## src/rtl/pfl_pkg.sv

```systemverilog
/*
 * Shared constants and types of the quick link-drop and pair-swap block.
 * Assumes a 200 MHz core clock; the window cycle count WIN_CYC derives from that rate.
 */
package pfl_pkg;

  // Register byte offsets on the APB side.
  localparam logic [7:0] CTRL_OFFS = 8'h00;
  localparam logic [7:0] STAT_OFFS = 8'h04;
  localparam logic [7:0] MASK_OFFS = 8'h08;
  localparam logic [7:0] DROP_OFFS = 8'h0C;

  // Field positions of the control register.
  localparam int QD_ENERGY_POS = 0;
  localparam int QD_SNR_POS    = 1;
  localparam int QD_MLT3_POS   = 2;
  localparam int QD_RXERR_POS  = 3;
  localparam int PAIR_XCHG_POS = 5;
  localparam int POL_INV_POS   = 6;
  localparam int QD_DESCR_POS  = 10;

  localparam logic [15:0] CTRL_RESET = 16'h0000;
  localparam logic [15:0] CTRL_WMASK = 16'h0460;
  localparam logic [15:0] CTRL_QMASK = 16'h000F;

  // Status and mask layout: one bit per trigger cause plus the drop event.
  localparam int STAT_W        = 6;
  localparam int ST_DROP_POS   = 5;
  localparam int ST_DESCR_POS  = 4;
  localparam logic [STAT_W-1:0] STAT_RESET = 6'h00;
  localparam logic [STAT_W-1:0] MASK_RESET = 6'h00;

  // Observation window and trigger thresholds.
  localparam int CLK_MHZ      = 200;
  localparam int WIN_NS       = 10000;
  localparam int WIN_CYC      = (WIN_NS * CLK_MHZ) / 1000;
  localparam int RXERR_THRESH = 32;
  localparam int MLT3_THRESH  = 20;
  localparam int SNR_THRESH   = 20;

  // One differential pair as two single-ended legs.
  typedef struct packed {
    logic pos;
    logic neg;
  } pfl_diff_t;

  typedef struct packed {
    logic       descrDrop;
    logic       polInv;
    logic       pairXchg;
    logic [3:0] quickDrop;
  } pfl_ctrl_t;

endpackage : pfl_pkg

```

## src/rtl/pfl_top.sv

```systemverilog
/*
 * Quick link-drop and media pair-swap control with an APB register file.
 * Assumes trigger inputs come from logic on ref_clk and media pair inputs
 * come from pins; the link state machine outside acts on linkDrop.
 */
// Our own choices: the APB interface to the registers and the register offsets.
// Summary of operation
// - Polarity invert set inverts both the transmit and the receive pair.
// - Exchange clear: transmit and receive pairs keep their roles.
// - With pair exchange set, the pairs trade roles.
// - Mirroring is on only while polarity invert and exchange are both set.
// - Trigger bit 3: 32 MAC receive errors in a 10 us window drop the link.
// - Trigger bit 2: 20 code violations in a 10 us window drop the link.
// - Trigger bit 1: 20 low-SNR crossings in a 10 us window drop the link.
// - With trigger bit 0, a loss of signal energy drops the link at once.
// - The drop condition is the OR of all enabled triggers, in any mix.
// - Descrambler enable set: loss of descrambler lock drops the link.
module pfl_top
  import pfl_pkg::*;
#(
  parameter int WINDOW_CYCLES = WIN_CYC
) (
  input  wire logic        ref_clk,
  input  wire logic        nrst,
  input  wire logic        psel,
  input  wire logic        penable,
  input  wire logic        pwrite,
  input  wire logic [7:0]  paddr,
  input  wire logic [31:0] pwdata,
  output logic      [31:0] prdata,
  output logic             pready,
  output logic             pslverr,
  input  wire logic        linkUp,
  input  wire logic        rxErrEvt,
  input  wire logic        mlt3ViolEvt,
  input  wire logic        lowSnrEvt,
  input  wire logic        energyLoss,
  input  wire logic        descrLockLoss,
  input  wire pfl_diff_t   txSym,
  output pfl_diff_t        rxSym,
  input  wire pfl_diff_t   transmitPairIn,
  input  wire pfl_diff_t   receivePairIn,
  output pfl_diff_t        transmitPairOut,
  output logic             transmitPairOe,
  output pfl_diff_t        receivePairOut,
  output logic             receivePairOe,
  output logic             portMirror,
  output logic             linkDrop,
  output logic             irq
);

  if (WINDOW_CYCLES < 2) begin : g_chk
    $error("pfl_top: WINDOW_CYCLES must be at least 2");
  end

  // The cause vector fills every status bit below the drop bit.
  if (ST_DROP_POS != STAT_W - 1 ||
      ST_DESCR_POS != ST_DROP_POS - 1) begin : g_stat_chk
    $error("pfl_top: drop must be the top status bit");
  end

  localparam int TW = $clog2(WINDOW_CYCLES);
  localparam logic [TW-1:0] WIN_LAST = TW'(WINDOW_CYCLES - 1);

  function automatic pfl_diff_t flipPol(input pfl_diff_t d,
                                        input logic inv);
    flipPol = inv ? pfl_diff_t'{pos: d.neg, neg: d.pos} : d;
  endfunction : flipPol

  // Register file state.
  pfl_ctrl_t         ctrl_ff;
  logic [STAT_W-1:0] stat_ff;
  logic [STAT_W-1:0] mask_ff;
  logic [15:0]       dropCnt_ff;

  // Bus decode. A transfer takes effect only in the cycle in which pready
  // is high, which is also the cycle in which the master samples it.
  logic apbAccess;
  logic apbDone;
  logic wrDone;
  logic rdDone;
  logic addrOk;
  logic [15:0] ctrlWord;

  assign apbAccess = psel & penable;
  assign apbDone   = apbAccess & pready;
  assign wrDone    = apbDone & pwrite;
  assign rdDone    = apbDone & ~pwrite;
  assign addrOk    = (paddr == CTRL_OFFS) || (paddr == STAT_OFFS) ||
                     (paddr == MASK_OFFS) || (paddr == DROP_OFFS);

  assign ctrlWord = {5'h00, ctrl_ff.descrDrop, 3'h0, ctrl_ff.polInv,
                     ctrl_ff.pairXchg, 1'b0, ctrl_ff.quickDrop};

  // Window timer shared by the counting triggers. It free-runs from reset
  // and is never realigned to link-up, so a burst that straddles a boundary
  // is split between two windows; that is the price of one shared timer.
  logic [TW-1:0] winCnt_ff;
  logic          winStart;

  assign winStart = (winCnt_ff == WIN_LAST);

  always_ff @(posedge ref_clk or negedge nrst) begin
    if (!nrst) begin
      winCnt_ff <= '0;
    end else if (winStart) begin
      winCnt_ff <= '0;
    end else begin
      winCnt_ff <= winCnt_ff + TW'(1);
    end
  end

  // Counting triggers; a disabled trigger sees no events at all.
  logic rxErrFire;
  logic mlt3Fire;
  logic snrFire;

  pfl_win_counter #(
    .THRESH (RXERR_THRESH)
  ) u_rxerr_cnt (
    .ref_clk  (ref_clk),
    .nrst     (nrst),
    .winStart (winStart),
    .evt      (rxErrEvt & ctrl_ff.quickDrop[QD_RXERR_POS]),
    .fire     (rxErrFire)
  );

  pfl_win_counter #(
    .THRESH (MLT3_THRESH)
  ) u_mlt3_cnt (
    .ref_clk  (ref_clk),
    .nrst     (nrst),
    .winStart (winStart),
    .evt      (mlt3ViolEvt & ctrl_ff.quickDrop[QD_MLT3_POS]),
    .fire     (mlt3Fire)
  );

  pfl_win_counter #(
    .THRESH (SNR_THRESH)
  ) u_snr_cnt (
    .ref_clk  (ref_clk),
    .nrst     (nrst),
    .winStart (winStart),
    .evt      (lowSnrEvt & ctrl_ff.quickDrop[QD_SNR_POS]),
    .fire     (snrFire)
  );

  // Trigger causes, one per status bit below the drop bit.
  // A disabled counting trigger never fires, its events being gated off.
  logic [ST_DROP_POS-1:0] cause;
  logic                   anyCause;

  always_comb begin
    cause                = '0;
    cause[QD_ENERGY_POS] = energyLoss &
                           ctrl_ff.quickDrop[QD_ENERGY_POS];
    cause[QD_SNR_POS]    = snrFire;
    cause[QD_MLT3_POS]   = mlt3Fire;
    cause[QD_RXERR_POS]  = rxErrFire;
    cause[ST_DESCR_POS]  = descrLockLoss & ctrl_ff.descrDrop;
  end

  assign anyCause = |cause;

  // Drop is only meaningful on a live link; a level cause such as energy
  // loss holds linkDrop high until the link state machine takes linkUp down.
  logic dropEvt;

  assign dropEvt = linkUp & anyCause;

  always_ff @(posedge ref_clk or negedge nrst) begin
    if (!nrst) begin
      linkDrop <= 1'b0;
    end else begin
      linkDrop <= dropEvt;
    end
  end

  // Saturates instead of wrapping, so software never reads a small count
  // after a storm of drops.
  always_ff @(posedge ref_clk or negedge nrst) begin
    if (!nrst) begin
      dropCnt_ff <= '0;
    end else if (dropEvt && dropCnt_ff != 16'hFFFF) begin
      dropCnt_ff <= dropCnt_ff + 16'h0001;
    end
  end

  // Control register; reserved bits ignore writes.
  always_ff @(posedge ref_clk or negedge nrst) begin
    if (!nrst) begin
      ctrl_ff <= '{descrDrop: CTRL_RESET[QD_DESCR_POS],
                   polInv:    CTRL_RESET[POL_INV_POS],
                   pairXchg:  CTRL_RESET[PAIR_XCHG_POS],
                   quickDrop: CTRL_RESET[3:0]};
    end else if (wrDone && paddr == CTRL_OFFS) begin
      ctrl_ff.descrDrop <= pwdata[QD_DESCR_POS];
      ctrl_ff.polInv    <= pwdata[POL_INV_POS];
      ctrl_ff.pairXchg  <= pwdata[PAIR_XCHG_POS];
      ctrl_ff.quickDrop <= pwdata[3:0];
    end
  end

  // Mask bits line up with status bits; the interrupt is their AND.
  always_ff @(posedge ref_clk or negedge nrst) begin
    if (!nrst) begin
      mask_ff <= MASK_RESET;
    end else if (wrDone && paddr == MASK_OFFS) begin
      mask_ff <= pwdata[STAT_W-1:0];
    end
  end

  // Sticky status: a read clears only the bits that it returned, so a cause
  // that lands between the capture of the read word and the end of the
  // transfer survives to the next read. A cause in the clearing cycle wins.
  logic [STAT_W-1:0] statSet;
  logic              statRdClr;
  logic [STAT_W-1:0] statClr;
  logic [STAT_W-1:0] nxt_stat;

  assign statSet   = dropEvt ? {1'b1, cause} : '0;
  assign statRdClr = rdDone && (paddr == STAT_OFFS);
  assign statClr   = statRdClr ? prdata[STAT_W-1:0] : '0;
  assign nxt_stat  = (stat_ff & ~statClr) | statSet;

  always_ff @(posedge ref_clk or negedge nrst) begin
    if (!nrst) begin
      stat_ff <= STAT_RESET;
    end else begin
      stat_ff <= nxt_stat;
    end
  end

  // The interrupt follows the next status value, so it falls together with
  // the status bits that a clearing read removes.
  always_ff @(posedge ref_clk or negedge nrst) begin
    if (!nrst) begin
      irq <= 1'b0;
    end else begin
      irq <= |(nxt_stat & mask_ff);
    end
  end

  // APB slave: one wait state, so pready rises in the second access cycle.
  // An unmapped address answers with an error in that same cycle; a write
  // to it changes nothing and a read returns zero.
  always_ff @(posedge ref_clk or negedge nrst) begin
    if (!nrst) begin
      pready  <= 1'b0;
      pslverr <= 1'b0;
    end else begin
      pready  <= apbAccess & ~pready;
      pslverr <= apbAccess & ~pready & ~addrOk;
    end
  end

  always_ff @(posedge ref_clk or negedge nrst) begin
    if (!nrst) begin
      prdata <= 32'h0000_0000;
    end else if (apbAccess && !pready && !pwrite) begin
      unique case (paddr)
        CTRL_OFFS: prdata <= {16'h0000, ctrlWord};
        STAT_OFFS: prdata <= {26'h000_0000, stat_ff};
        MASK_OFFS: prdata <= {26'h000_0000, mask_ff};
        DROP_OFFS: prdata <= {16'h0000, dropCnt_ff};
        default:   prdata <= 32'h0000_0000;
      endcase
    end else begin
      // Zero outside the answer cycle, so no stale word lingers on the bus.
      prdata <= 32'h0000_0000;
    end
  end

  // Media pair steering. Pins are synchronised before use; the outgoing
  // symbol is registered so every pin output comes from a flip-flop.
  pfl_diff_t txPinSync;
  pfl_diff_t rxPinSync;

  pfl_sync #(
    .WIDTH (2)
  ) u_tx_pin_sync (
    .ref_clk (ref_clk),
    .nrst    (nrst),
    .din     (transmitPairIn),
    .dout    (txPinSync)
  );

  pfl_sync #(
    .WIDTH (2)
  ) u_rx_pin_sync (
    .ref_clk (ref_clk),
    .nrst    (nrst),
    .din     (receivePairIn),
    .dout    (rxPinSync)
  );

  // Polarity flips the symbol itself, so it acts alike on whichever pair
  // carries it.
  pfl_diff_t txLine;
  pfl_diff_t rxLine;

  assign txLine = flipPol(txSym, ctrl_ff.polInv);
  assign rxLine = flipPol(ctrl_ff.pairXchg ? txPinSync : rxPinSync,
                          ctrl_ff.polInv);

  // The pair that is not driven is held low with its enable off; the cable
  // partner owns it then.
  always_ff @(posedge ref_clk or negedge nrst) begin
    if (!nrst) begin
      transmitPairOut <= '0;
      transmitPairOe  <= 1'b0;
      receivePairOut  <= '0;
      receivePairOe   <= 1'b0;
    end else if (ctrl_ff.pairXchg) begin
      transmitPairOut <= '0;
      transmitPairOe  <= 1'b0;
      receivePairOut  <= txLine;
      receivePairOe   <= 1'b1;
    end else begin
      transmitPairOut <= txLine;
      transmitPairOe  <= 1'b1;
      receivePairOut  <= '0;
      receivePairOe   <= 1'b0;
    end
  end

  always_ff @(posedge ref_clk or negedge nrst) begin
    if (!nrst) begin
      rxSym <= '0;
    end else begin
      rxSym <= rxLine;
    end
  end

  always_ff @(posedge ref_clk or negedge nrst) begin
    if (!nrst) begin
      portMirror <= 1'b0;
    end else begin
      portMirror <= ctrl_ff.polInv & ctrl_ff.pairXchg;
    end
  end

endmodule : pfl_top

```

## src/rtl/pfl_sync.sv

```systemverilog
/*
 * Three-stage synchroniser with agreement filter for pin inputs.
 * Assumes the input is asynchronous to ref_clk.
 */
module pfl_sync
  import pfl_pkg::*;
#(
  parameter int WIDTH = 2
) (
  input  wire logic             ref_clk,
  input  wire logic             nrst,
  input  wire logic [WIDTH-1:0] din,
  output logic      [WIDTH-1:0] dout
);

  logic [WIDTH-1:0] meta_ff;
  logic [WIDTH-1:0] s2_ff;
  logic [WIDTH-1:0] s3_ff;

  // Only the second stage reads the first; the output moves per bit once
  // the second and third stages agree, so a one-cycle glitch is dropped.
  always_ff @(posedge ref_clk or negedge nrst) begin
    if (!nrst) begin
      meta_ff <= '0;
      s2_ff   <= '0;
      s3_ff   <= '0;
      dout    <= '0;
    end else begin
      meta_ff <= din;
      s2_ff   <= meta_ff;
      s3_ff   <= s2_ff;
      dout    <= (s2_ff & s3_ff) | (dout & (s2_ff | s3_ff));
    end
  end

endmodule : pfl_sync

```

## src/rtl/pfl_win_counter.sv

```systemverilog
/*
 * Event counter that fires once per window on reaching its threshold.
 * Assumes winStart pulses for one cycle at the start of each window.
 */
module pfl_win_counter
  import pfl_pkg::*;
#(
  parameter int THRESH = 20,
  parameter int CW     = $clog2(THRESH + 1)
) (
  input  wire logic ref_clk,
  input  wire logic nrst,
  input  wire logic winStart,
  input  wire logic evt,
  output logic      fire
);

  if (THRESH < 1) begin : g_chk
    $error("pfl_win_counter: THRESH must be at least 1");
  end

  localparam logic [CW-1:0] LIMIT = CW'(THRESH);

  logic [CW-1:0] cnt_ff;
  logic [CW-1:0] nxt_cnt;

  // An event in the window's first cycle counts toward the new window.
  always_comb begin
    nxt_cnt = winStart ? '0 : cnt_ff;
    if (evt && nxt_cnt != LIMIT)
      nxt_cnt = nxt_cnt + CW'(1);
  end

  always_ff @(posedge ref_clk or negedge nrst) begin
    if (!nrst) begin
      cnt_ff <= '0;
      fire   <= 1'b0;
    end else begin
      cnt_ff <= nxt_cnt;
      fire   <= (nxt_cnt == LIMIT) && (cnt_ff != LIMIT || winStart);
    end
  end

endmodule : pfl_win_counter

```

## config.mk

```make
export PLATFORM = sky130hd
export DESIGN_NAME = pfl_top
export DESIGN_NICKNAME = d
export VERILOG_FILES = /design/src/rtl/pfl_pkg.sv /design/src/rtl/pfl_top.sv /design/src/rtl/pfl_sync.sv /design/src/rtl/pfl_win_counter.sv
export SDC_FILE = /design/constraint.sdc
export NUM_CORES = 1
export LEC_CHECK = 0
export ABC_AREA = 1
export BUFFER_PORTS_ARGS = -buffer_cell sky130_fd_sc_hd__clkbuf_2
export CORE_ASPECT_RATIO = 1.1
export CORE_MARGIN = 1.5
export CORE_UTILIZATION = 45
export DETAILED_ROUTE_END_ITERATION = 16
export PLACE_DENSITY = 0.67
export SYNTH_ARGS = -nofsm -noshare
export SYNTH_HDL_FRONTEND = slang
export SYNTH_SLANG_ARGS = --single-unit
```

## constraint.sdc

```tcl
create_clock -name ref_clk -period 5.95 [get_ports ref_clk]
set_clock_uncertainty 0.2 [all_clocks]
set_input_delay 0.595 -clock ref_clk [delete_from_list [all_inputs] [get_ports ref_clk]]
set_output_delay 0.595 -clock ref_clk [all_outputs]
set_load 0.01 [all_outputs]
```

Word level (Yosys, flattened, before mapping)

Index checks and enable logic that the tools add are counted.

Add/subtract/negate cells: 5
Eq/ne operators: 14
Multiplexer cells: 18
Bitwise logic cells: 28
Reductions and logical operators: 23

Operators with widths:

| operator                                       | number |
|---|---|
| one-hot mux 16 bit (4 select lines)            | 1 |
| two-way mux 6 bit                              | 4 |
| two-way mux 5 bit                              | 4 |
| inequality test 5 bit (second input constant)  | 4 |
| adder 16 x 1 -> 16 bit (second input constant) | 1 |
| == test 8 x 4 -> 1 bit (second input constant) | 2 |
| two-way mux 16 bit                             | 1 |
| inequality test 16 bit (second input constant) | 1 |
| AND 1 bit                                      | 13 |
| AND 6 bit                                      | 2 |
| logical AND 1 bit                              | 12 |
| inequality test 6 bit (second input constant)  | 2 |
| adder 11 x 1 -> 11 bit (second input constant) | 1 |
| == test 11 bit (second input constant)         | 1 |
| two-way mux 11 bit                             | 1 |
| adder 5 x 1 -> 5 bit (second input constant)   | 2 |
| == test 5 bit (second input constant)          | 2 |
| two-way mux 2 bit                              | 5 |
| AND 2 bit                                      | 4 |
| == test 8 x 3 -> 1 bit (second input constant) | 1 |
| logical NOT 8 bit                              | 1 |
| bitwise OR 2 bit                               | 4 |
| adder 6 x 1 -> 6 bit (second input constant)   | 1 |
| == test 6 bit (second input constant)          | 1 |
| 8 further kinds                                | 17 |

Flip-flop bits (word level): 126
Input bits: 57
Output and inout bits: 45

Logic depth before layout (Yosys ltp)

Gate-level depths: netlist of the first run.

Depth after elaboration: 10
Gate-level depth with buffers: 17

Cells and area by module

A second synthesis of the first run with hierarchy kept.

Cells, all modules: 653
Area, all modules: 5,472.7 µm²

Modules (own cells, without submodules):

| module                           | times used | cells each | area an instance (µm²) | seq. area each (µm²) |
|---|---|---|---|---|
| pfl_top                          | 1          | 415        | 3,628.5                | 1,876.8 |
| pfl_win_counter (u_mlt3_cnt ...) | 2          | 65         | 420.4                  | 150.1 |
| pfl_win_counter (u_rxerr_cnt)    | 1          | 76         | 538.0                  | 175.2 |
| pfl_sync                         | 2          | 16         | 232.7                  | 200.2 |

Worst setup path after synthesis of the first run

Ideal clock, no wire load.

Path type: flip-flop to flip-flop
From: register winCnt_ff[0]
To: register u_mlt3_cnt.fire
Setup time: 0.114 ns
Arrival: 1.949 ns
Required time: 5.636 ns
Setup slack: 3.686 ns
Cell stages (with the launch flop): 18
Path buffers: 2
Clock period less this slack: 2.264 ns
Cells stage by stage: dfrtp_1 > ha_1 > nand2_2 > nor2_4 > nand3_4 > buf_6 > buf_6 > nand2_4 > ha_1 > inv_1 > nor2_1 > nand2_2 > nand2_2 > nand2_1 > o21ai_1 > inv_1 > nand2_1 > nor2_1

Cells in the longest elaborated chain, start to end: 7

RTL lines:

| element                                                                      | RTL line              | source |
|---|---|---|
| start, declared                                                              | pfl_top.sv:98         | `logic [TW-1:0] winCnt_ff;` |
| start signal, assigned                                                       | pfl_top.sv:109        | `winCnt_ff <= winCnt_ff + TW'(1);` |
| == test 11 bit (*)                                                           | pfl_top.sv:101        | `assign winStart = (winCnt_ff == WIN_LAST);` |
| two-way mux 5 bit (*)                                                        | pfl_win_counter.sv:29 | `nxt_cnt = winStart ? '0 : cnt_ff;` |
| parallel branches: the longest is 2 deep, another holds adder 5 x 1 -> 5 bit | -                     |  |
| two-way mux 5 bit (*)                                                        | pfl_win_counter.sv:30 | `if (evt && nxt_cnt != LIMIT)` |
| net u_mlt3_cnt.nxt_cnt[3]                                                    | pfl_win_counter.sv:25 | `logic [CW-1:0] nxt_cnt;` |
| == test 5 bit (*)                                                            | pfl_win_counter.sv:40 | `fire <= (nxt_cnt == LIMIT) && (cnt_ff != LIMIT \|\| winStart);` |
| logical AND 1 bit (*)                                                        | pfl_win_counter.sv:40 |  |
| end signal, assigned                                                         | pfl_win_counter.sv:40 |  |
| end, declared                                                                | pfl_win_counter.sv:15 | `output logic fire` |

Mark *: on every way through the listed nets, which the timed path passes.
A chain may end at the register's enable or synchronous reset.

Final worst setup path of the first run

From: register winCnt_ff[0]
To: register u_rxerr_cnt.fire

Cells in the longest elaborated chain, start to end: 7

RTL lines:

| element                                                                      | RTL line |
|---|---|
| == test 11 bit (*)                                                           | pfl_top.sv:101 |
| parallel branches: the longest is 5 deep, another holds adder 6 x 1 -> 6 bit | - |
| logical AND 1 bit (*)                                                        | pfl_win_counter.sv:40 |
| end signal, assigned                                                         | pfl_win_counter.sv:40 |
| end, declared                                                                | pfl_win_counter.sv:15 |

Mark *: on every way between the ends.

==> results.json, run 1 <==
{
  "run_status": "finished, final reports clean",
  "track_usage_pct": 17.5,
  "post-route-period-util_pct": 43.4,
  "die-width_microns": 105,
  "insertedDiodeCount": 0,
  "first_pass_iters": 4,
  "postSynthRegisterBits": 110,
  "cellPowerDensity_mw_per_mm2": 250,
  "setup_viol": 0,
  "count_of_max_cap_constraint_violations": 0,
  "r2r_setup_slack_ns": 3.37,
  "post_cts_resized": 0,
  "finalHoldViolCount": 0,
  "period_minus_slack_ns": 2.58,
  "detailroute.via_count": 3892,
  "dp.cells": 781,
  "crit_path_end": "u_rxerr_cnt.fire",
  "worst-endpoint-arrival_ns": 2.66,
  "vias_per_cell": 4.88,
  "num_io_pins": 102,
  "yosys.area.top_type_share_pct": 53.6,
  "synthDominantAreaCellType": "sky130_fd_sc_hd__dfrtp_1",
  "die_h_microns": 115,
  "clock_tree_root": "sky130_fd_sc_hd__clkbuf_16",
  "synthesis.yosys.warnings": 0,
  "timing_max_transition_violations_final": 0,
  "area_growth_syn_to_layout_pct": 14.0,
  "final_layout_size_suffix_gt1_share_pct": 16.8,
  "drt_wl_total_microns": 9620,
  "design.final.nets": 710,
  "antenna_found_initial": 0,
  "grt_first_pass_wirelength_microns": 16900,
  "placement_rows": 40,
  "worstReg2RegStart": "winCnt_ff[0]",
  "drcViolationCount": 0,
  "max_clock_freq_mhz": 387,
  "timing.reg2reg.worst_path_depth": 14,
  "dp_hpwl_microns": 7160,
  "setup_total_negative_slack_ns": 0,
  "core_sq_mm": 0.0110,
  "crit-reg2reg-capture": "u_rxerr_cnt.fire",
  "criticalPathCategory": "register to register",
  "layoutNonFillerInstCount": 797,
  "post_synth_num_cell_types": 37,
  "grt_pass1_vias": 3701,
  "cts.clk_slew.worst_paths_ns": 0.07,
  "htree_num_levels": 3,
  "initial_utilization_pct": 46.7,
  "detail-route-antenna-nets": 0,
  "timing.critical_path.fanout_max": 27,
  "gp_routability_congestion": 0.791,
  "vdd_drop_max_mv": 0.127,
  "numCtsBuffers": 9,
  "post_cts_buffers": 0,
  "cts-hold-fix-buffers": 0,
  "globalRouteOverflowTotal": 0,
  "drt_iter0_drc": 232,
  "slew_headroom_pct": 49.2,
  "fillers": 1030,
  "leakage_power_nw": 3.07,
  "fp.dieArea_sq_mm": 0.0121,
  "largest_net_degree_at_the_start_of_global_routing": 64,
  "crit_path_start": "winCnt_ff[0]",
  "worstHoldPathType": "primary input to asynchronous set/reset pin",
  "average_routed_wire_per_standard_cell_microns": 12.1,
  "timing.critical_path.to_type": "register",
  "numClockSinks": 110,
  "io_buffers": 61,
  "post_synth_main_area_contributors": "sky130_fd_sc_hd__dfrtp_1 54%, sky130_fd_sc_hd__nand2_1 11%, sky130_fd_sc_hd__inv_1 5.0%, sky130_fd_sc_hd__nand3_1 4.0%, sky130_fd_sc_hd__nor2_1 3.7%",
  "max_slew.worst_pin.slew_ns": 0.762,
  "share_of_synthesized_area_occupied_by_flip_flops_and_latches_pct": 53.6,
  "clkLatencyLatePin_ns": 0.34,
  "clock_tree_from_tritoncts": "yes",
  "clock_path_buffers": 2,
  "required_time_reported_for_the_critical_path_endpoint_ns": 6.03,
  "setup.worst_path.start_class": "register",
  "rsz0062_at_grt": "false",
  "post_syn_instances": 580,
  "postSynthAreaPerCell_sq_um": 8.86,
  "post_synth_instance_area_sq_mm": 0.00514
}
==> final cells by class <==
class	instances	area [sq um]	share of cell area, %
clock buffers	11	243	4.15
well taps	147	184	3.14
repair buffers	62	315	5.39
flip-flops and latches	110	2750	47.0
inverters	71	267	4.55
multi-input cells	391	2010	34.4
clock inverters	5	81.3	1.39
==> worst min-delay path by stage <==
stage	from	to	depth (start not counted)
4_1_cts	nrst	prdata[0]	1
2_1_floorplan	nrst	ctrlWord[0]	0
3_5_place_dp	u_rx_pin_sync.meta_ff[1]	u_rx_pin_sync.s2_ff[1]	0
6_report	nrst	u_tx_pin_sync.dout[1]	1
3_3_place_gp	u_tx_pin_sync.meta_ff[1]	u_tx_pin_sync.s2_ff[1]	0
5_1_grt	nrst	u_tx_pin_sync.dout[1]	1
==> layout by cell type (no fill, tap or decap), drive strengths merged, types with 14 or more instances in the layout <==
cell type	count
nor2	55
o21ai	24
conb	16
inv	72
nor3	17
xor2	14
clkbuf	71
dfrtp	110
nand2	168
nand3	43
==> synth_stat cells (all sizes together) <==
master and n:
o21bai 1, ha 8, conb 1, buf 19, o21ai 24, nand3b 1
a41oi 5, maj3 4, nor3 17, mux2i 2, dfrtp 110, xnor2 5
nand4 9, inv 71, a21o 1, nor3b 1, o21a 1, nand3 43
nand2 168, o211ai 1, clkbuf 4, nor2 55, mux2 4, a31o 1
a21oi 10, xor2 14
==> per-layer routing <==
| layer | share of wire [%] | vias up | global-route usage [%] | wire [microns] |
|---|---|---|---|---|
| met5 | 0 | - | 0 | 0 |
| met3 | 4.0 | 13 | 4.02 | 387 |
| met4 | 1.5 | 0 | 5.48 | 144 |
| li1 | - | 1941 | - | - |
| met1 | 45 | 1855 | 22.5 | 4320 |
| met2 | 50 | 83 | 29.4 | 4770 |
==> worst max-delay path: stages, from the launching register on <==
cell                      delay, ns
sky130_fd_sc_hd__dfrtp_1       0.38
sky130_fd_sc_hd__ha_1          0.20
sky130_fd_sc_hd__nand2_2       0.09
sky130_fd_sc_hd__nor2_4        0.13
sky130_fd_sc_hd__nand3_4       0.32
sky130_fd_sc_hd__nand2_1       0.23
sky130_fd_sc_hd__ha_1          0.22
sky130_fd_sc_hd__inv_1         0.08
sky130_fd_sc_hd__a21oi_4       0.11
sky130_fd_sc_hd__nand2_2       0.10
sky130_fd_sc_hd__nand3_1       0.11
sky130_fd_sc_hd__nand3_1       0.08
sky130_fd_sc_hd__nor2_1        0.10
sky130_fd_sc_hd__nand2_1       0.09
sky130_fd_sc_hd__nor2_2        0.08
==> registers in the layout, indices dropped and copies added, names as in the netlist, 2 cells and up <==
register               count
ctrlWord                   7
dropCnt_ff                16
mask_ff                    6
prdata                    16
receivePairOut             2
rxSym                      2
stat_ff                    6
transmitPairOut            2
u_mlt3_cnt.cnt_ff          5
u_rx_pin_sync.dout         2
u_rx_pin_sync.meta_ff      2
u_rx_pin_sync.s2_ff        2
u_rx_pin_sync.s3_ff        2
u_rxerr_cnt.cnt_ff         6
u_snr_cnt.cnt_ff           5
u_tx_pin_sync.dout         2
u_tx_pin_sync.meta_ff      2
u_tx_pin_sync.s2_ff        2
u_tx_pin_sync.s3_ff        2
winCnt_ff                 11
==> metrics by stage <==
stage | hold slack, ns | utilization (%) | total power [mW] | cell area [sq um] | worst slack [ns]
final | 0.0601 | 53.2 | 1.46 | 5850 | 3.37
after global routing | 0.115 | 53.2 | 1.53 | 5850 | 3.13
after CTS | 0.0697 | 53.2 | 1.48 | 5850 | 3.38
after detailed placement | 0.136 | 50.2 | 0.837 | 5530 | 3.31
after global placement | 0.133 | 50.2 | 0.835 | 5530 | 3.32
after floorplan | 0.0994 | - | 0.810 | 5190 | 3.69
==> where the power goes <==
group	total [mW]	switching, mW	internal [mW]
sequential	0.765	0.00606	0.759
clock	0.643	0.261	0.381
combinational	0.0560	0.0381	0.0180
==> kinds of logic (layout without fill, tap and decap cells) <==
logic type	Yosys count	after routing	synth area share, %
adders and majority gates	12	12	2.73
AOI/OAI and AO/OA	44	44	5.58
DFF	110	110	53.6
xor gates and xnor gates	19	19	3.24
buffers and inverters	94	149	8.35
other	1	16	0.0730
muxes	6	6	1.27
and+or+nand+nor	294	294	25.2
No activity file was read; power rests on OpenSTA's default activity.
==> inputs of run 2 (changes only) <==
Clock period 5.95 ns to 2.4 ns, I/O delays scaled along.
==> run 2 against run 1 <==
Count of clock-buffer cells in the layout up 1. Non-clock buffer count rose by 34. Global-route usage up 0.28 points. Final area up 6.4%. Critical path type unchanged. Sequential cell count stayed put. Critical path depth is the same. Cell count rose by 4.3%. Largest cell class unchanged. Worst hold slack better by 0.0023 ns.
==> results.json, run 2 (synthesized netlist as in run 1, its figures left out) <==
{
  "required_time_reported_for_the_critical_path_endpoint_ns": 2.46,
  "io_buffers": 61,
  "timing.critical_path.to_type": "register",
  "vias_per_cell": 4.81,
  "antenna_found_initial": 0,
  "average_routed_wire_per_standard_cell_microns": 12.3,
  "final_common_cell": "sky130_fd_sc_hd__nand2_1",
  "period_minus_slack_ns": 2.32,
  "detailroute.via_count": 3994,
  "gp_routability_congestion": 0.803,
  "drt_wl_total_microns": 10200,
  "placement_rows": 40,
  "max_slew.worst_pin.slew_ns": 0.567,
  "track_usage_pct": 17.7,
  "first_pass_iters": 4,
  "insertedDiodeCount": 0,
  "detail-route-antenna-nets": 0,
  "worstHoldPathType": "primary input to register",
  "layoutNonFillerInstCount": 831,
  "grt_first_pass_wirelength_microns": 17200,
  "drcViolationCount": 0,
  "run_status": "finished, final reports clean",
  "final_layout_size_suffix_gt1_share_pct": 21.5,
  "leakage_power_nw": 3.21,
  "crit-reg2reg-capture": "u_mlt3_cnt.fire",
  "largest_net_degree_at_the_start_of_global_routing": 48,
  "initial_utilization_pct": 46.7,
  "core_sq_mm": 0.0110,
  "r2r_setup_slack_ns": 0.08,
  "timing.reg2reg.worst_path_depth": 14,
  "clock_path_buffers": 2,
  "count_of_max_cap_constraint_violations": 0,
  "timing.critical_path.fanout_max": 7,
  "setup_total_negative_slack_ns": 0,
  "reg.largest.list": "dropCnt_ff: 16 flops, prdata: 16 flops, winCnt_ff: 11 flops",
  "whs_path_depth": 3,
  "worstHoldEndpoint": "stat_ff[4]",
  "post-route-period-util_pct": 96.6,
  "criticalPathCategory": "register to register",
  "max_clock_freq_mhz": 431,
  "globalRouteOverflowTotal": 0,
  "worstReg2RegStart": "winCnt_ff[1]",
  "grt_pass1_vias": 3808,
  "cellPowerDensity_mw_per_mm2": 553,
  "die_h_microns": 115,
  "most-common-layout-cells": "146 x sky130_fd_sc_hd__nand2_1, 110 x sky130_fd_sc_hd__dfrtp_1, 67 x sky130_fd_sc_hd__inv_1",
  "dp.cells": 792,
  "design.final.nets": 745,
  "setup.worst_path.start_class": "register",
  "die-width_microns": 105,
  "min_delay_src": "descrLockLoss",
  "timing_max_transition_violations_final": 0,
  "dp_hpwl_microns": 7370,
  "rsz0062_at_grt": "true",
  "numCtsBuffers": 9,
  "clkLatencyLatePin_ns": 0.34,
  "clock_tree_from_tritoncts": "yes",
  "finalHoldViolCount": 0,
  "num_io_pins": 102,
  "setup_viol": 0,
  "clock_tree_root": "sky130_fd_sc_hd__clkbuf_16",
  "cts.clk_slew.worst_paths_ns": 0.07,
  "numClockSinks": 110,
  "fp.dieArea_sq_mm": 0.0121,
  "htree_num_levels": 3,
  "worst-endpoint-arrival_ns": 2.38,
  "fillers": 1034,
  "drt_iter0_drc": 146,
  "slew_headroom_pct": 61.9,
  "area_growth_syn_to_layout_pct": 21.3,
  "vdd_drop_max_mv": 0.425
}
==> run 2: cell types whose count changed in the layout (fill, tap and decap cells not counted), moves of 4 or more <==
cell / before / now
sky130_fd_sc_hd__buf_4: 2 / 16
sky130_fd_sc_hd__nand3_2: 1 / 7
sky130_fd_sc_hd__nand3_1: 41 / 36
sky130_fd_sc_hd__dlygate4sd3_1: 0 / 18
sky130_fd_sc_hd__nor2_2: 3 / 7
sky130_fd_sc_hd__nand2_4: 2 / 8
sky130_fd_sc_hd__nand2_1: 154 / 146
sky130_fd_sc_hd__nor2_1: 50 / 46
==> run 2: what timing repair did <==
| action | CTS | global route |
|---|---|---|
| resized for setup | 0 | 29 |
| hold endpoints to repair | 51 | 0 |
| endpoints found under the setup margin | 0 | 10 |
| setup buffers | 0 | 5 |
| hold buffers | 18 | 0 |
==> run 2: worst max path at each step <==
stage          slack (ns)               end    startpoint
4_1_cts              0.01   u_mlt3_cnt.fire  winCnt_ff[1]
6_report             0.08   u_mlt3_cnt.fire  winCnt_ff[1]
3_5_place_dp         0.04   u_mlt3_cnt.fire  winCnt_ff[1]
5_1_grt             -0.08    u_snr_cnt.fire  winCnt_ff[1]
2_1_floorplan        0.14   u_mlt3_cnt.fire  winCnt_ff[0]
3_3_place_gp         0.11  u_rxerr_cnt.fire  winCnt_ff[0]
==> run 2: metal layers <==
layer  part of all wire (%)  global-route usage, %
met1                     45                   22.6
met2                     51                   31.0
met3                    3.1                   3.51
met4                    1.1                   4.93
met5                      0                      0
==> run 2: metrics by stage <==
stage                     cell area [sq um]  total power, mW  setup slack, ns  hold slack [ns]  utilization (%)
after floorplan                        5190             2.01            0.136           -0.256                -
after global placement                 5630             2.08            0.109          0.00813             51.1
after detailed placement               5630             2.08           0.0378           0.0142             51.1
after CTS                              6080             3.49           0.0129           0.0435             55.2
after global routing                   6230             3.60          -0.0780           0.0802             56.6
final                                  6230             3.45           0.0821           0.0624             56.6
==> run 2: where the power goes <==
| part | total, mW | internal, mW | switching [mW] |
|---|---|---|---|
| clock network | 1.38 | 0.753 | 0.622 |
| logic | 0.171 | 0.0705 | 0.101 |
| registers | 1.90 | 1.88 | 0.0174 |
==> run 2: final cells by class <==
class                   count  area (sq um)  share of cell area, %
flip-flops and latches    110          2750                   44.2
multi-input cells         392          2120                   34.0
repair buffers             96           632                   10.1
inverters                  71           267                   4.28
clock buffers              12           256                   4.12
well taps                 147           184                   2.95
clock inverters             3          20.0                  0.321
==> run 2: worst max-delay path, stage by stage (launching register included) <==
cell and delay, ns:
sky130_fd_sc_hd__dfrtp_1 0.37, sky130_fd_sc_hd__ha_2 0.19, sky130_fd_sc_hd__nand2_2 0.08, sky130_fd_sc_hd__nor2_4 0.19, sky130_fd_sc_hd__nand3_2 0.19, sky130_fd_sc_hd__buf_4 0.21, sky130_fd_sc_hd__nand2_1 0.10, sky130_fd_sc_hd__nor2_1 0.08
sky130_fd_sc_hd__nand2_2 0.12, sky130_fd_sc_hd__nand2_4 0.09, sky130_fd_sc_hd__nand2_2 0.07, sky130_fd_sc_hd__nand3_1 0.08, sky130_fd_sc_hd__nor2_1 0.10, sky130_fd_sc_hd__nand2_1 0.07, sky130_fd_sc_hd__nor2_1 0.10
